### src/dac_cfg_pkg.sv
// Package with command codes, field positions, reset values and register map.
package dac_cfg_pkg;

  localparam int          CMD_W            = 24;
  localparam int          CHAN_N           = 4;
  localparam logic [3:0]  OP_LATCH_CFG     = 4'h6;
  localparam logic [3:0]  OP_REFERENCE     = 4'h7;
  localparam int          OP_HI            = 23;
  localparam int          OP_LO            = 20;
  localparam int          ALL_SEL_POS      = 19;
  localparam int          REF_HOLD_POS     = 18;
  localparam int          REF_SEL_HI_POS   = 17;
  localparam int          REF_SEL_LO_POS   = 16;
  localparam int          LATCH_BIT_POS    = 16;
  localparam int          CHAN_SEL_LO      = 8;
  localparam int          PD_HI_POS        = 17;
  localparam int          PD_LO_POS        = 16;
  localparam logic [3:0]  LATCH_RESET      = 4'h0;
  localparam logic [1:0]  REF_SEL_RESET    = 2'h0;
  localparam logic        REF_HOLD_RESET   = 1'b0;
  localparam logic [7:0]  PD_RESET         = 8'h00;
  localparam logic [11:0] ZERO_CODE        = 12'h000;

  localparam int          CLK_HZ           = 25_000_000;
  localparam int          CAL_TIME_US      = 200;
  localparam int          CAL_CYCLES       = (CAL_TIME_US * (CLK_HZ / 1_000_000));

  localparam logic [11:0] ADDR_CMD         = 12'h000;
  localparam logic [11:0] ADDR_STATUS      = 12'h004;
  localparam logic [11:0] ADDR_POWER       = 12'h008;
  localparam logic [11:0] ADDR_CODE0       = 12'h010;

  localparam logic [1:0]  RESP_OKAY        = 2'h0;
  localparam logic [1:0]  RESP_SLVERR      = 2'h2;

  typedef enum logic [1:0] {REF_EXTERNAL, REF_INT_2V5, REF_INT_2V048, REF_INT_4V096} ref_src_e;

endpackage : dac_cfg_pkg

### src/dac_cmd_decode.sv
// Combinational decoder for the latch configuration and reference commands.
`timescale 1ns/1ps
module dac_cmd_decode
  import dac_cfg_pkg::*;
(
  input  wire logic [CMD_W-1:0]  cmdWord,
  output logic                   isLatchCfg,
  output logic                   isReference,
  output logic [CHAN_N-1:0]      chanMask,
  output logic                   latchValue,
  output logic [1:0]             refSelect,
  output logic                   refHold
);

  always_comb
  begin
    isLatchCfg  = (cmdWord[OP_HI:OP_LO] == OP_LATCH_CFG);
    isReference = (cmdWord[OP_HI:OP_LO] == OP_REFERENCE);
    if (cmdWord[ALL_SEL_POS])
    begin
      chanMask = {CHAN_N{1'b1}};
    end
    else
    begin
      chanMask = cmdWord[CHAN_SEL_LO +: CHAN_N];
    end
    latchValue = cmdWord[LATCH_BIT_POS];
    refSelect  = {cmdWord[REF_SEL_HI_POS], cmdWord[REF_SEL_LO_POS]};
    refHold    = cmdWord[REF_HOLD_POS];
  end

endmodule : dac_cmd_decode

### src/dac_config_ref_command_decoder.sv
// Latch configuration and reference command decoder with an AXI4-Lite slave.
//
// The implementer's own choices: the AXI4-Lite register port and the address map.
`timescale 1ns/1ps
module dac_config_ref_command_decoder
  import dac_cfg_pkg::*;
#(
  parameter int CAL_COUNT = CAL_CYCLES
)
(
  input  wire logic              clk_sys,
  input  wire logic              resetn,
  input  wire logic [11:0]       s_axi_awaddr,
  input  wire logic [2:0]        s_axi_awprot,
  input  wire logic              s_axi_awvalid,
  output logic                   s_axi_awready,
  input  wire logic [31:0]       s_axi_wdata,
  input  wire logic [3:0]        s_axi_wstrb,
  input  wire logic              s_axi_wvalid,
  output logic                   s_axi_wready,
  output logic [1:0]             s_axi_bresp,
  output logic                   s_axi_bvalid,
  input  wire logic              s_axi_bready,
  input  wire logic [11:0]       s_axi_araddr,
  input  wire logic [2:0]        s_axi_arprot,
  input  wire logic              s_axi_arvalid,
  output logic                   s_axi_arready,
  output logic [31:0]            s_axi_rdata,
  output logic [1:0]             s_axi_rresp,
  output logic                   s_axi_rvalid,
  input  wire logic              s_axi_rready,
  output logic [CHAN_N-1:0]      latchTransparent,
  output logic [1:0]             refSource,
  output logic                   refPowered,
  output logic                   standby,
  output logic                   calDone,
  output logic [4*12-1:0]        chanCode
);

  // ************************************************************
  // Reset synchroniser.
  // ************************************************************
  logic        rstMeta;
  logic        rstSync;

  always_ff @(posedge clk_sys or negedge resetn)
  begin
    if (!resetn)
    begin
      rstMeta <= 1'b0;
      rstSync <= 1'b0;
    end
    else
    begin
      rstMeta <= 1'b1;
      rstSync <= rstMeta;
    end
  end

  // ************************************************************
  // Write channel capture.
  // ************************************************************
  logic        awHeld;
  logic        wHeld;
  logic [11:0] awAddr;
  logic [31:0] wData;
  logic [3:0]  wStrb;
  logic        doWrite;

  assign s_axi_awready = !awHeld && !s_axi_bvalid;
  assign s_axi_wready  = !wHeld && !s_axi_bvalid;
  assign doWrite       = awHeld && wHeld;

  always_ff @(posedge clk_sys or negedge rstSync)
  begin
    if (!rstSync)
    begin
      awHeld <= 1'b0;
      awAddr <= 12'h000;
    end
    else if (s_axi_awvalid && s_axi_awready)
    begin
      awHeld <= 1'b1;
      awAddr <= s_axi_awaddr;
    end
    else if (doWrite)
    begin
      awHeld <= 1'b0;
    end
  end

  always_ff @(posedge clk_sys or negedge rstSync)
  begin
    if (!rstSync)
    begin
      wHeld <= 1'b0;
      wData <= 32'h0000_0000;
      wStrb <= 4'h0;
    end
    else if (s_axi_wvalid && s_axi_wready)
    begin
      wHeld <= 1'b1;
      wData <= s_axi_wdata;
      wStrb <= s_axi_wstrb;
    end
    else if (doWrite)
    begin
      wHeld <= 1'b0;
    end
  end

  function automatic logic addrKnown(input logic [11:0] addr);
    addrKnown = (addr == ADDR_CMD) || (addr == ADDR_STATUS) || (addr == ADDR_POWER)
                || (addr == ADDR_CODE0) || (addr == ADDR_CODE0 + 12'h004)
                || (addr == ADDR_CODE0 + 12'h008) || (addr == ADDR_CODE0 + 12'h00C);
  endfunction : addrKnown

  always_ff @(posedge clk_sys or negedge rstSync)
  begin
    if (!rstSync)
    begin
      s_axi_bvalid <= 1'b0;
      s_axi_bresp  <= RESP_OKAY;
    end
    else if (doWrite)
    begin
      s_axi_bvalid <= 1'b1;
      s_axi_bresp  <= addrKnown(awAddr) ? RESP_OKAY : RESP_SLVERR;
    end
    else if (s_axi_bready)
    begin
      s_axi_bvalid <= 1'b0;
    end
  end

  // ************************************************************
  // Command decode.
  // ************************************************************
  logic              cmdStrobe;
  logic [CMD_W-1:0]  cmdWord;
  logic              isLatchCfg;
  logic              isReference;
  logic [CHAN_N-1:0] chanMask;
  logic              latchValue;
  logic [1:0]        refSelect;
  logic              refHold;

  assign cmdStrobe = doWrite && (awAddr == ADDR_CMD) && (&wStrb[2:0]);
  assign cmdWord   = wData[CMD_W-1:0];

  dac_cmd_decode u_decode (
    .cmdWord     (cmdWord),
    .isLatchCfg  (isLatchCfg),
    .isReference (isReference),
    .chanMask    (chanMask),
    .latchValue  (latchValue),
    .refSelect   (refSelect),
    .refHold     (refHold)
  );

  // ************************************************************
  // Latch mode per channel.
  // ************************************************************
  always_ff @(posedge clk_sys or negedge rstSync)
  begin
    if (!rstSync)
    begin
      latchTransparent <= LATCH_RESET;
    end
    else if (cmdStrobe && isLatchCfg)
    begin
      for (int i = 0; i < CHAN_N; i++)
      begin
        if (chanMask[i])
        begin
          latchTransparent[i] <= latchValue;
        end
      end
    end
  end

  // ************************************************************
  // Global reference setting.
  // ************************************************************
  logic refHoldReg;

  always_ff @(posedge clk_sys or negedge rstSync)
  begin
    if (!rstSync)
    begin
      refSource  <= REF_SEL_RESET;
      refHoldReg <= REF_HOLD_RESET;
    end
    else if (cmdStrobe && isReference)
    begin
      refSource  <= refSelect;
      refHoldReg <= refHold;
    end
  end

  // ************************************************************
  // Channel power modes and standby.
  // ************************************************************
  logic [7:0] pdMode;

  always_ff @(posedge clk_sys or negedge rstSync)
  begin
    if (!rstSync)
    begin
      pdMode <= PD_RESET;
    end
    else if (doWrite && (awAddr == ADDR_POWER) && wStrb[0])
    begin
      pdMode <= wData[7:0];
    end
  end

  function automatic logic chanDown(input logic [7:0] modes, input int idx);
    chanDown = (modes[2*idx +: 2] != 2'b00);
  endfunction : chanDown

  logic       next_standby;
  logic       next_refPowered;

  always_comb
  begin
    next_standby = 1'b1;
    for (int i = 0; i < CHAN_N; i++)
    begin
      next_standby = next_standby && chanDown(pdMode, i);
    end
    next_refPowered = (refSource != REF_EXTERNAL) && (!next_standby || refHoldReg);
  end

  always_ff @(posedge clk_sys or negedge rstSync)
  begin
    if (!rstSync)
    begin
      standby    <= 1'b0;
      refPowered <= 1'b0;
    end
    else
    begin
      standby    <= next_standby;
      refPowered <= next_refPowered;
    end
  end

  // ************************************************************
  // Channel codes, zero-scale after power-up.
  // ************************************************************
  always_ff @(posedge clk_sys or negedge rstSync)
  begin
    if (!rstSync)
    begin
      chanCode <= {CHAN_N{ZERO_CODE}};
    end
    else
    begin
      for (int i = 0; i < CHAN_N; i++)
      begin
        if (doWrite && (awAddr == ADDR_CODE0 + 12'(4 * i)) && (&wStrb[1:0]))
        begin
          chanCode[12*i +: 12] <= wData[11:0];
        end
      end
    end
  end

  // ************************************************************
  // Calibration timer after reset.
  // ************************************************************
  logic [$clog2(CAL_COUNT+1)-1:0] calCount;

  always_ff @(posedge clk_sys or negedge rstSync)
  begin
    if (!rstSync)
    begin
      calCount <= '0;
      calDone  <= 1'b0;
    end
    else if (!calDone)
    begin
      calCount <= calCount + 1'b1;
      calDone  <= (calCount == ($bits(calCount))'(CAL_COUNT - 1));
    end
  end

  // ************************************************************
  // Read channel.
  // ************************************************************
  assign s_axi_arready = !s_axi_rvalid;

  always_ff @(posedge clk_sys or negedge rstSync)
  begin
    if (!rstSync)
    begin
      s_axi_rvalid <= 1'b0;
      s_axi_rdata  <= 32'h0000_0000;
      s_axi_rresp  <= RESP_OKAY;
    end
    else if (s_axi_arvalid && s_axi_arready)
    begin
      s_axi_rvalid <= 1'b1;
      s_axi_rresp  <= addrKnown(s_axi_araddr) ? RESP_OKAY : RESP_SLVERR;
      case (s_axi_araddr)
        ADDR_STATUS:
          s_axi_rdata <= {22'h0, calDone, refPowered, standby, refHoldReg, refSource, latchTransparent};
        ADDR_POWER:
          s_axi_rdata <= {24'h0, pdMode};
        ADDR_CODE0:
          s_axi_rdata <= {20'h0, chanCode[11:0]};
        ADDR_CODE0 + 12'h004:
          s_axi_rdata <= {20'h0, chanCode[23:12]};
        ADDR_CODE0 + 12'h008:
          s_axi_rdata <= {20'h0, chanCode[35:24]};
        ADDR_CODE0 + 12'h00C:
          s_axi_rdata <= {20'h0, chanCode[47:36]};
        default:
          s_axi_rdata <= 32'h0000_0000;
      endcase
    end
    else if (s_axi_rready)
    begin
      s_axi_rvalid <= 1'b0;
    end
  end

endmodule : dac_config_ref_command_decoder

### config.mk
export PLATFORM = sky130hd
export DESIGN_NAME = dac_config_ref_command_decoder
export DESIGN_NICKNAME = d
export VERILOG_FILES = /design/src/dac_cfg_pkg.sv /design/src/dac_cmd_decode.sv /design/src/dac_config_ref_command_decoder.sv
export SDC_FILE = /design/constraint.sdc
export NUM_CORES = 1
export LEC_CHECK = 0
export ABC_AREA = 1
export BUFFER_PORTS_ARGS = -buffer_cell sky130_fd_sc_hd__buf_2
export CAP_MARGIN = 10
export CORE_ASPECT_RATIO = 1.1
export CORE_UTILIZATION = 30
export DETAILED_ROUTE_END_ITERATION = 10
export GPL_ROUTABILITY_DRIVEN = 0
export PLACE_DENSITY = 0.58
export SKIP_LAST_GASP = 1
export SYNTH_ARGS = -nofsm -noshare
export SYNTH_HDL_FRONTEND = slang
export SYNTH_SLANG_ARGS = --single-unit
export TNS_END_PERCENT = 5
### constraint.sdc
create_clock -name clk_sys -period 4.2 [get_ports clk_sys]
set_input_delay 0.42 -clock clk_sys [delete_from_list [all_inputs] [get_ports clk_sys]]
set_output_delay 0.42 -clock clk_sys [all_outputs]
set_load 0.005 [all_outputs]
==> metrics.txt, run 1 <==
run status=finished clean; xor/xnor share of the synthesized area=1.64%; Antenna Nets Post-Route=0; clk buf depth=2; max-capacitance violation count=0; Slowest Stage Delay on Critical Path=0.51 ns; Detailed Route WL=16.8 mm; ANT cells=0; Detailed Route Iter0 Violations=253; CP Data Required Time=4.50 ns; critical path type=reg2reg; IO buf count=129; CP max FO=26; wl on met1=7.52 mm; Clock Pin Slew Worst Setup and Hold Paths=0.06 ns; Ports=171; setup_tns=0 ns; final hold vios=0; slew margin rel.=41.4%; Post-synth ARST share=100%; DIE AREA=0.0219 mm²; Avg Inst Size Synth=8.83 µm²; DRC Markers=0; most used cell along the critical path=nor2_1; slowest cell on the critical path=nand2_1; f_max=555 MHz; Rows=55; leakage power=4.04 nW; Reg2Reg Depth=5; DR vias=5126; Hold Crit Class=in2reg; Clock Skew=0.00564 ns; max-slew violation count=0; post-layout net count=928; CTS tree=done; PnR worst setup slack=2.40 ns; final setup fails=0; predominant post-synthesis flop cell=dfrtp_1; fin crit share=42.9%; drt pass-1 iters=5; hpwl dp=12.8 mm; layout cells sized above 1=24.7%; crit path capture type=flop; cell family with most CP delay=simple AND/OR/NAND/NOR gates; Root Driver=clkbuf_16; unrepaired setup endpoints after global routing=false; Synth Area in Adders=0.195%; largest net degree at the start of global routing=77; Placeable Area=0.0208 mm²; Placement Setup Slack=2.00 ns; post-CTS setup buffers=0; Post-synth EDFFs=0; largest family of logic cells by synthesized area=simple AND/OR/NAND/NOR gates; GRT overflow=0; simple-gate share of the synthesized area=26.2%; multiplexer share of the synthesized area=2.29%; Seq/Total Area, Yosys=52.4%; total CTS buffers=17; WL per Instance=14.6 µm; first-pass GRT wire length=26.7 mm; Crit path buffers/inverters=1; chip height=155 µm; Cells after Synth=725; Final min period=1.80 ns; CTS Sinks=134; Clk Latency, worst-skew pair=0.42 ns; Warnings, synthesis=0; growth of design area from synthesis to finish=21.8%; slew of the pin with the lowest slew margin=0.876 ns; met2 wire length=7.73 mm; metal3 WL=1.17 mm; Power per Cell Area=483 mW/mm²; vias per cell=4.45; gr usage total=16.2%; Hold Path Depth=2; Cell Chain, Critical Path=nor2_1 > nand2_1 > buf_4 > nor2_1 > a21oi_1; top layer used by detailed routing=met4; post-synthesis compound-gate area fraction=8.48%; count of cell types in the netlist=38; Arr. time, crit path=2.10 ns; Post-Syn Area=0.00640 mm²; Worst VDD drop=0.339 mV; # H-tree levels=4; Die Wd=141 µm; initial antenna violation count=0; FF+latch count, synth=134; CP Depth=5; critical path startpoint category=flop; vias in the first global route=4845; Initial Util=30.8%
[final cells by class]
cell class,count,area [µm²]
Clock buffer,20,447
Sequential cell,134,3360
Fill cell,2213,13000
Timing Repair Buffer,132,683
Clock inverter,12,130
Inverter,68,256
Tap cell,285,357
Multi-Input combinational cell,501,2570
[flip-flops by register name, summed over array words and instances (netlist names)]
register,count
s_axi_rvalid,1
rstMeta,1
pdMode,8
s_axi_bresp,1
rstSync,1
wData,20
s_axi_rresp,1
s_axi_bvalid,1
wHeld,1
refHoldReg,1
wStrb,3
calDone,1
s_axi_rdata,12
refPowered,1
awHeld,1
latchTransparent,4
awAddr,12
calCount,13
refSource,2
chanCode,48
standby,1
[placed cells by master, fill, tap and decap left out, drive strengths merged]
| cell type | instances |
|---|---|
| xor2 | 9 |
| dlygate4sd3 | 1 |
| clkinv | 9 |
| a31oi | 1 |
| buf | 131 |
| dfrtp | 134 |
| clkbuf | 20 |
| clkinvlp | 2 |
| nand4 | 25 |
| nor2 | 90 |
| a211oi | 1 |
| o41ai | 1 |
| conb | 23 |
| o21ai | 64 |
| ha | 1 |
| nor3b | 4 |
| a21oi | 32 |
| xnor2 | 3 |
| nand3 | 42 |
| nor4 | 2 |
| inv | 67 |
| o22ai | 1 |
| mux2 | 13 |
| nand2 | 184 |
| bufinv | 2 |
| nor3 | 5 |
[final timing paths]
path / from / end / slack (ns)
max: s_axi_bvalid / wData[4] / 2.40
min: s_axi_bready / s_axi_bvalid / 0.19
max reg2reg: s_axi_bvalid / wData[4] / 2.40
min reg2reg: rstMeta / rstSync / 0.35
max in group asynchronous: rstSync / calDone / 2.95
min in group asynchronous: resetn / rstSync / 0.31
[what timing repair did]
| item | 4_1_cts | 5_1_grt |
|---|---|---|
| endpoints found under the hold margin | 2 | 0 |
| hold buffers | 1 | 0 |
| resized for setup | 0 | 0 |
[cells in the mapped netlist, types with 2 or more instances]
library cell	instances	area, µm²
a21oi_1	32	160
buf_2	7	35.0
buf_4	25	188
buf_6	5	56.3
clkbuf_1	5	18.8
conb_1	2	7.51
dfrtp_1	134	3350
inv_1	65	244
inv_2	2	7.51
mux2_2	13	146
nand2_1	177	664
nand2_2	4	25.0
nand2_4	3	33.8
nand3_1	39	195
nand3_4	3	52.6
nand4_1	23	144
nand4_4	2	42.5
nor2_1	77	289
nor2_2	4	25.0
nor2_4	7	78.8
nor2_8	2	40.0
nor3_1	4	20.0
nor3b_1	4	30.0
o21ai_0	22	110
o21ai_1	33	165
o21ai_2	9	78.8
xnor2_1	3	26.3
xor2_1	9	78.8
[metal layers]
layer / vias up / track usage, %
li1: 2569 / -
met1: 2399 / 20.9
met2: 133 / 25.0
met3: 25 / 5.60
met4: 0 / 6.26
met5: - / 0
[stage by stage]
step                util [%]  area, µm²  hold slack (ns)  power (mW)  instances
finish                  37.5       7800            0.188        3.77       1152
global route            37.5       7800            0.192        3.98       1152
CTS                     37.5       7800            0.169        3.83       1152
detailed placement      34.7       7210            0.209        2.36       1119
global placement        34.7       7210            0.208        2.33       1119
floorplan                  -       6480            0.124        2.14        746
[cell families (layout without fill, tap and decap cells)]
logic type	after synthesis	in the layout
simple gates	352	352
flops	134	134
buf+inv	111	232
compound gates	100	100
mux	13	13
xor+xnor	12	12
other cells	2	23
fa+ha+maj	1	1
[power by group]
part | switching [mW] | internal, mW | leakage [nW] | total, mW
Combinational | 0.459 | 0.235 | 2.04 | 0.694
Sequential | 0.127 | 1.50 | 1.71 | 1.63
Clock | 0.560 | 0.887 | 0.280 | 1.45
Total | 1.15 | 2.62 | 4.04 | 3.77
Power figures use the tool's default switching activity.
==> run 2: changes to the inputs <==
--- a/config.mk
+++ b/config.mk
@@ -12,7 +12,7 @@
 export CORE_UTILIZATION = 30
 export DETAILED_ROUTE_END_ITERATION = 10
 export GPL_ROUTABILITY_DRIVEN = 0
-export PLACE_DENSITY = 0.58
+export PLACE_DENSITY = 0.56
 export SKIP_LAST_GASP = 1
 export SYNTH_ARGS = -nofsm -noshare
 export SYNTH_HDL_FRONTEND = slang
==> constraint.sdc (replaced) <==
create_clock -name clk_sys -period 1.7 [get_ports clk_sys]
set_input_delay 0.17 -clock clk_sys [delete_from_list [all_inputs] [get_ports clk_sys]]
set_output_delay 0.17 -clock clk_sys [all_outputs]
set_load 0.005 [all_outputs]
==> run 2 against run 1 <==
Non-clock buffer count rose by 52. Largest cell class unchanged. First-iteration DRC count rose by 26%. Routed wire length rose by 7.6%. Count of clock-buffer cells in the layout did not move. Largest power group unchanged. Critical endpoint is now pdMode[7]. Sequential power rose by 150%. Cell count rose by 4.6%. Clock power rose to 2.7 times the previous value.
==> metrics.txt, run 2 (same netlist as run 1, synthesis figures left out) <==
Placement Cell Area=0.00738 mm²; Antenna Nets Post-Route=0; vias in the first global route=5081; IO buf count=129; drt pass-1 iters=5; Sw Ratio=30.0%; chip height=155 µm; Detailed Route Iter0 Violations=320; CTS Sinks=134; Placement Setup Slack=0.126 ns; gr usage total=16.7%; Final min period=1.61 ns; ANT cells=0; critical path type=reg2reg; Largest register FFs=48; max-slew violation count=0; Rows=55; Layout fillers=2093; Crit path buffers/inverters=1; # H-tree levels=4; Ports=171; Clk Latency, worst-skew pair=0.42 ns; Post-Route Utilization=40.6%; post-route insts no fill=1205; Inst Count DP=1133; WL per Instance=15.0 µm; top flop regs=chanCode: 48 flops, wData: 20 flops, calCount: 13 flops; Die Wd=141 µm; Initial Util=30.8%; cell family with most CP delay=simple AND/OR/NAND/NOR gates; DIE AREA=0.0219 mm²; Logic pwr share=19.2%; slowest cell on the critical path=dfrtp_1; PnR worst setup slack=0.0939 ns; largest net degree at the start of global routing=92; Multi-input gate area=0.00260 mm²; f_max=623 MHz; total CTS buffers=17; final hold vios=0; vias per cell=4.42; Placeable Area=0.0208 mm²; Slowest Stage Delay on Critical Path=0.38 ns; Detailed Route WL=18.1 mm; setup_tns=0 ns; clk buf depth=2; Cell Chain, Critical Path=nor2_2 > nand4_1 > nor2_4 > buf_4 > nand4_2 > nand2_1 > o21ai_0; Reg with most FFs=chanCode; post-layout net count=981; slew margin rel.=64.2%; commonest non-fill, non-tap cell in the layout=nand2_1; CTS tree=done; initial antenna violation count=0; Fin Hold WS=0.0109 ns; hpwl dp=12.9 mm; slew of the pin with the lowest slew margin=0.535 ns; DR vias=5321; unrepaired setup endpoints after global routing=true; sw power=2.94 mW; Root Driver=clkbuf_16; leakage power=4.33 nW; crit path capture type=flop; first-pass GRT wire length=27.6 mm; CP Data Required Time=1.99 ns; run status=finished clean; Hold Crit Class=in2reg; critical path startpoint category=flop; growth of design area from synthesis to finish=31.7%; CP max FO=8; final setup fails=0; sequential share of power=41.1%; final instance area=0.00844 mm²; Clock Pin Slew Worst Setup and Hold Paths=0.06 ns; Arr. time, crit path=1.90 ns; clock share of power=39.7%; DRC Markers=0; fin crit share=94.5%; Internal=6.88 mW; layout cells sized above 1=25.7%; register area=0.00336 mm²; total power=9.82 mW; Clock Skew=0.00811 ns; Worst VDD drop=0.745 mV; Power per Cell Area=1160 mW/mm²; most frequent cells in the layout=177 x nand2_1, 133 x dfrtp_1, 129 x buf_2; max-capacitance violation count=0; GRT overflow=0
[run 2: cell types whose count changed in the layout (fill, tap and decap cells not counted), sizes merged]
cell / before / now
dlygate4sd3: 1 / 35
buf: 131 / 148
clkinv: 9 / 5
bufinv: 2 / 4
clkinvlp: 2 / 4
clkbuf: 20 / 21
nand4: 25 / 26
[run 2: worst paths after layout]
| kind | from | cells after the start | end | slack, ns |
|---|---|---|---|---|
| min in group asynchronous | resetn | 2 | rstSync | 0.06 |
| hold / removal | s_axi_wdata[0] | 3 | wData[0] | 0.01 |
| setup / recovery | awAddr[1] | 7 | pdMode[7] | 0.09 |
| setup reg to reg | awAddr[1] | 7 | pdMode[7] | 0.09 |
| max in group asynchronous | rstSync | 1 | chanCode[32] | 0.90 |
| hold reg to reg | rstSync | 0 | wData[20] | 0.10 |
[run 2: cell type report]
class	instances	area share (%)
sequential	134	39.8
multi-input combinational	502	30.9
timing repair buffer	184	14.7
clock buffer	20	5.30
tap	285	4.23
inverter	68	3.04
clock inverter	12	2.11
[run 2: repair_timing]
item	CTS	global route
buffers inserted	0	3
gates resized for setup	0	5
hold buffers	35	0
endpoints found under the setup margin	0	12
endpoints found under the hold margin	36	0
[run 2: worst register-to-register path: cells and delay by family, from the launching register on]
kind                   cells  cell delay, ns
AND/OR/NAND/NOR            5            0.87
AO/OA/AOI/OAI              1            0.07
flip-flops                 1            0.38
buffers and inverters      1            0.16
[run 2: metal layers]
metal / GRT usage (%) / up-vias / share of wire, %
li1: - / 2678 / -
met1: 21.8 / 2468 / 46
met2: 26.0 / 158 / 45
met3: 5.36 / 17 / 6.5
met4: 5.43 / 0 / 1.9
met5: 0 / - / 0
[run 2: power groups by stage]
stage               logic [mW]  registers, mW  clock network (mW)
finish                    1.89           4.04                3.89
global route              2.16           4.10                4.08
CTS                       1.87           4.00                3.97
detailed placement        1.81           4.05                   0
global placement          1.77           4.04                   0
floorplan                 1.24           4.05                   0
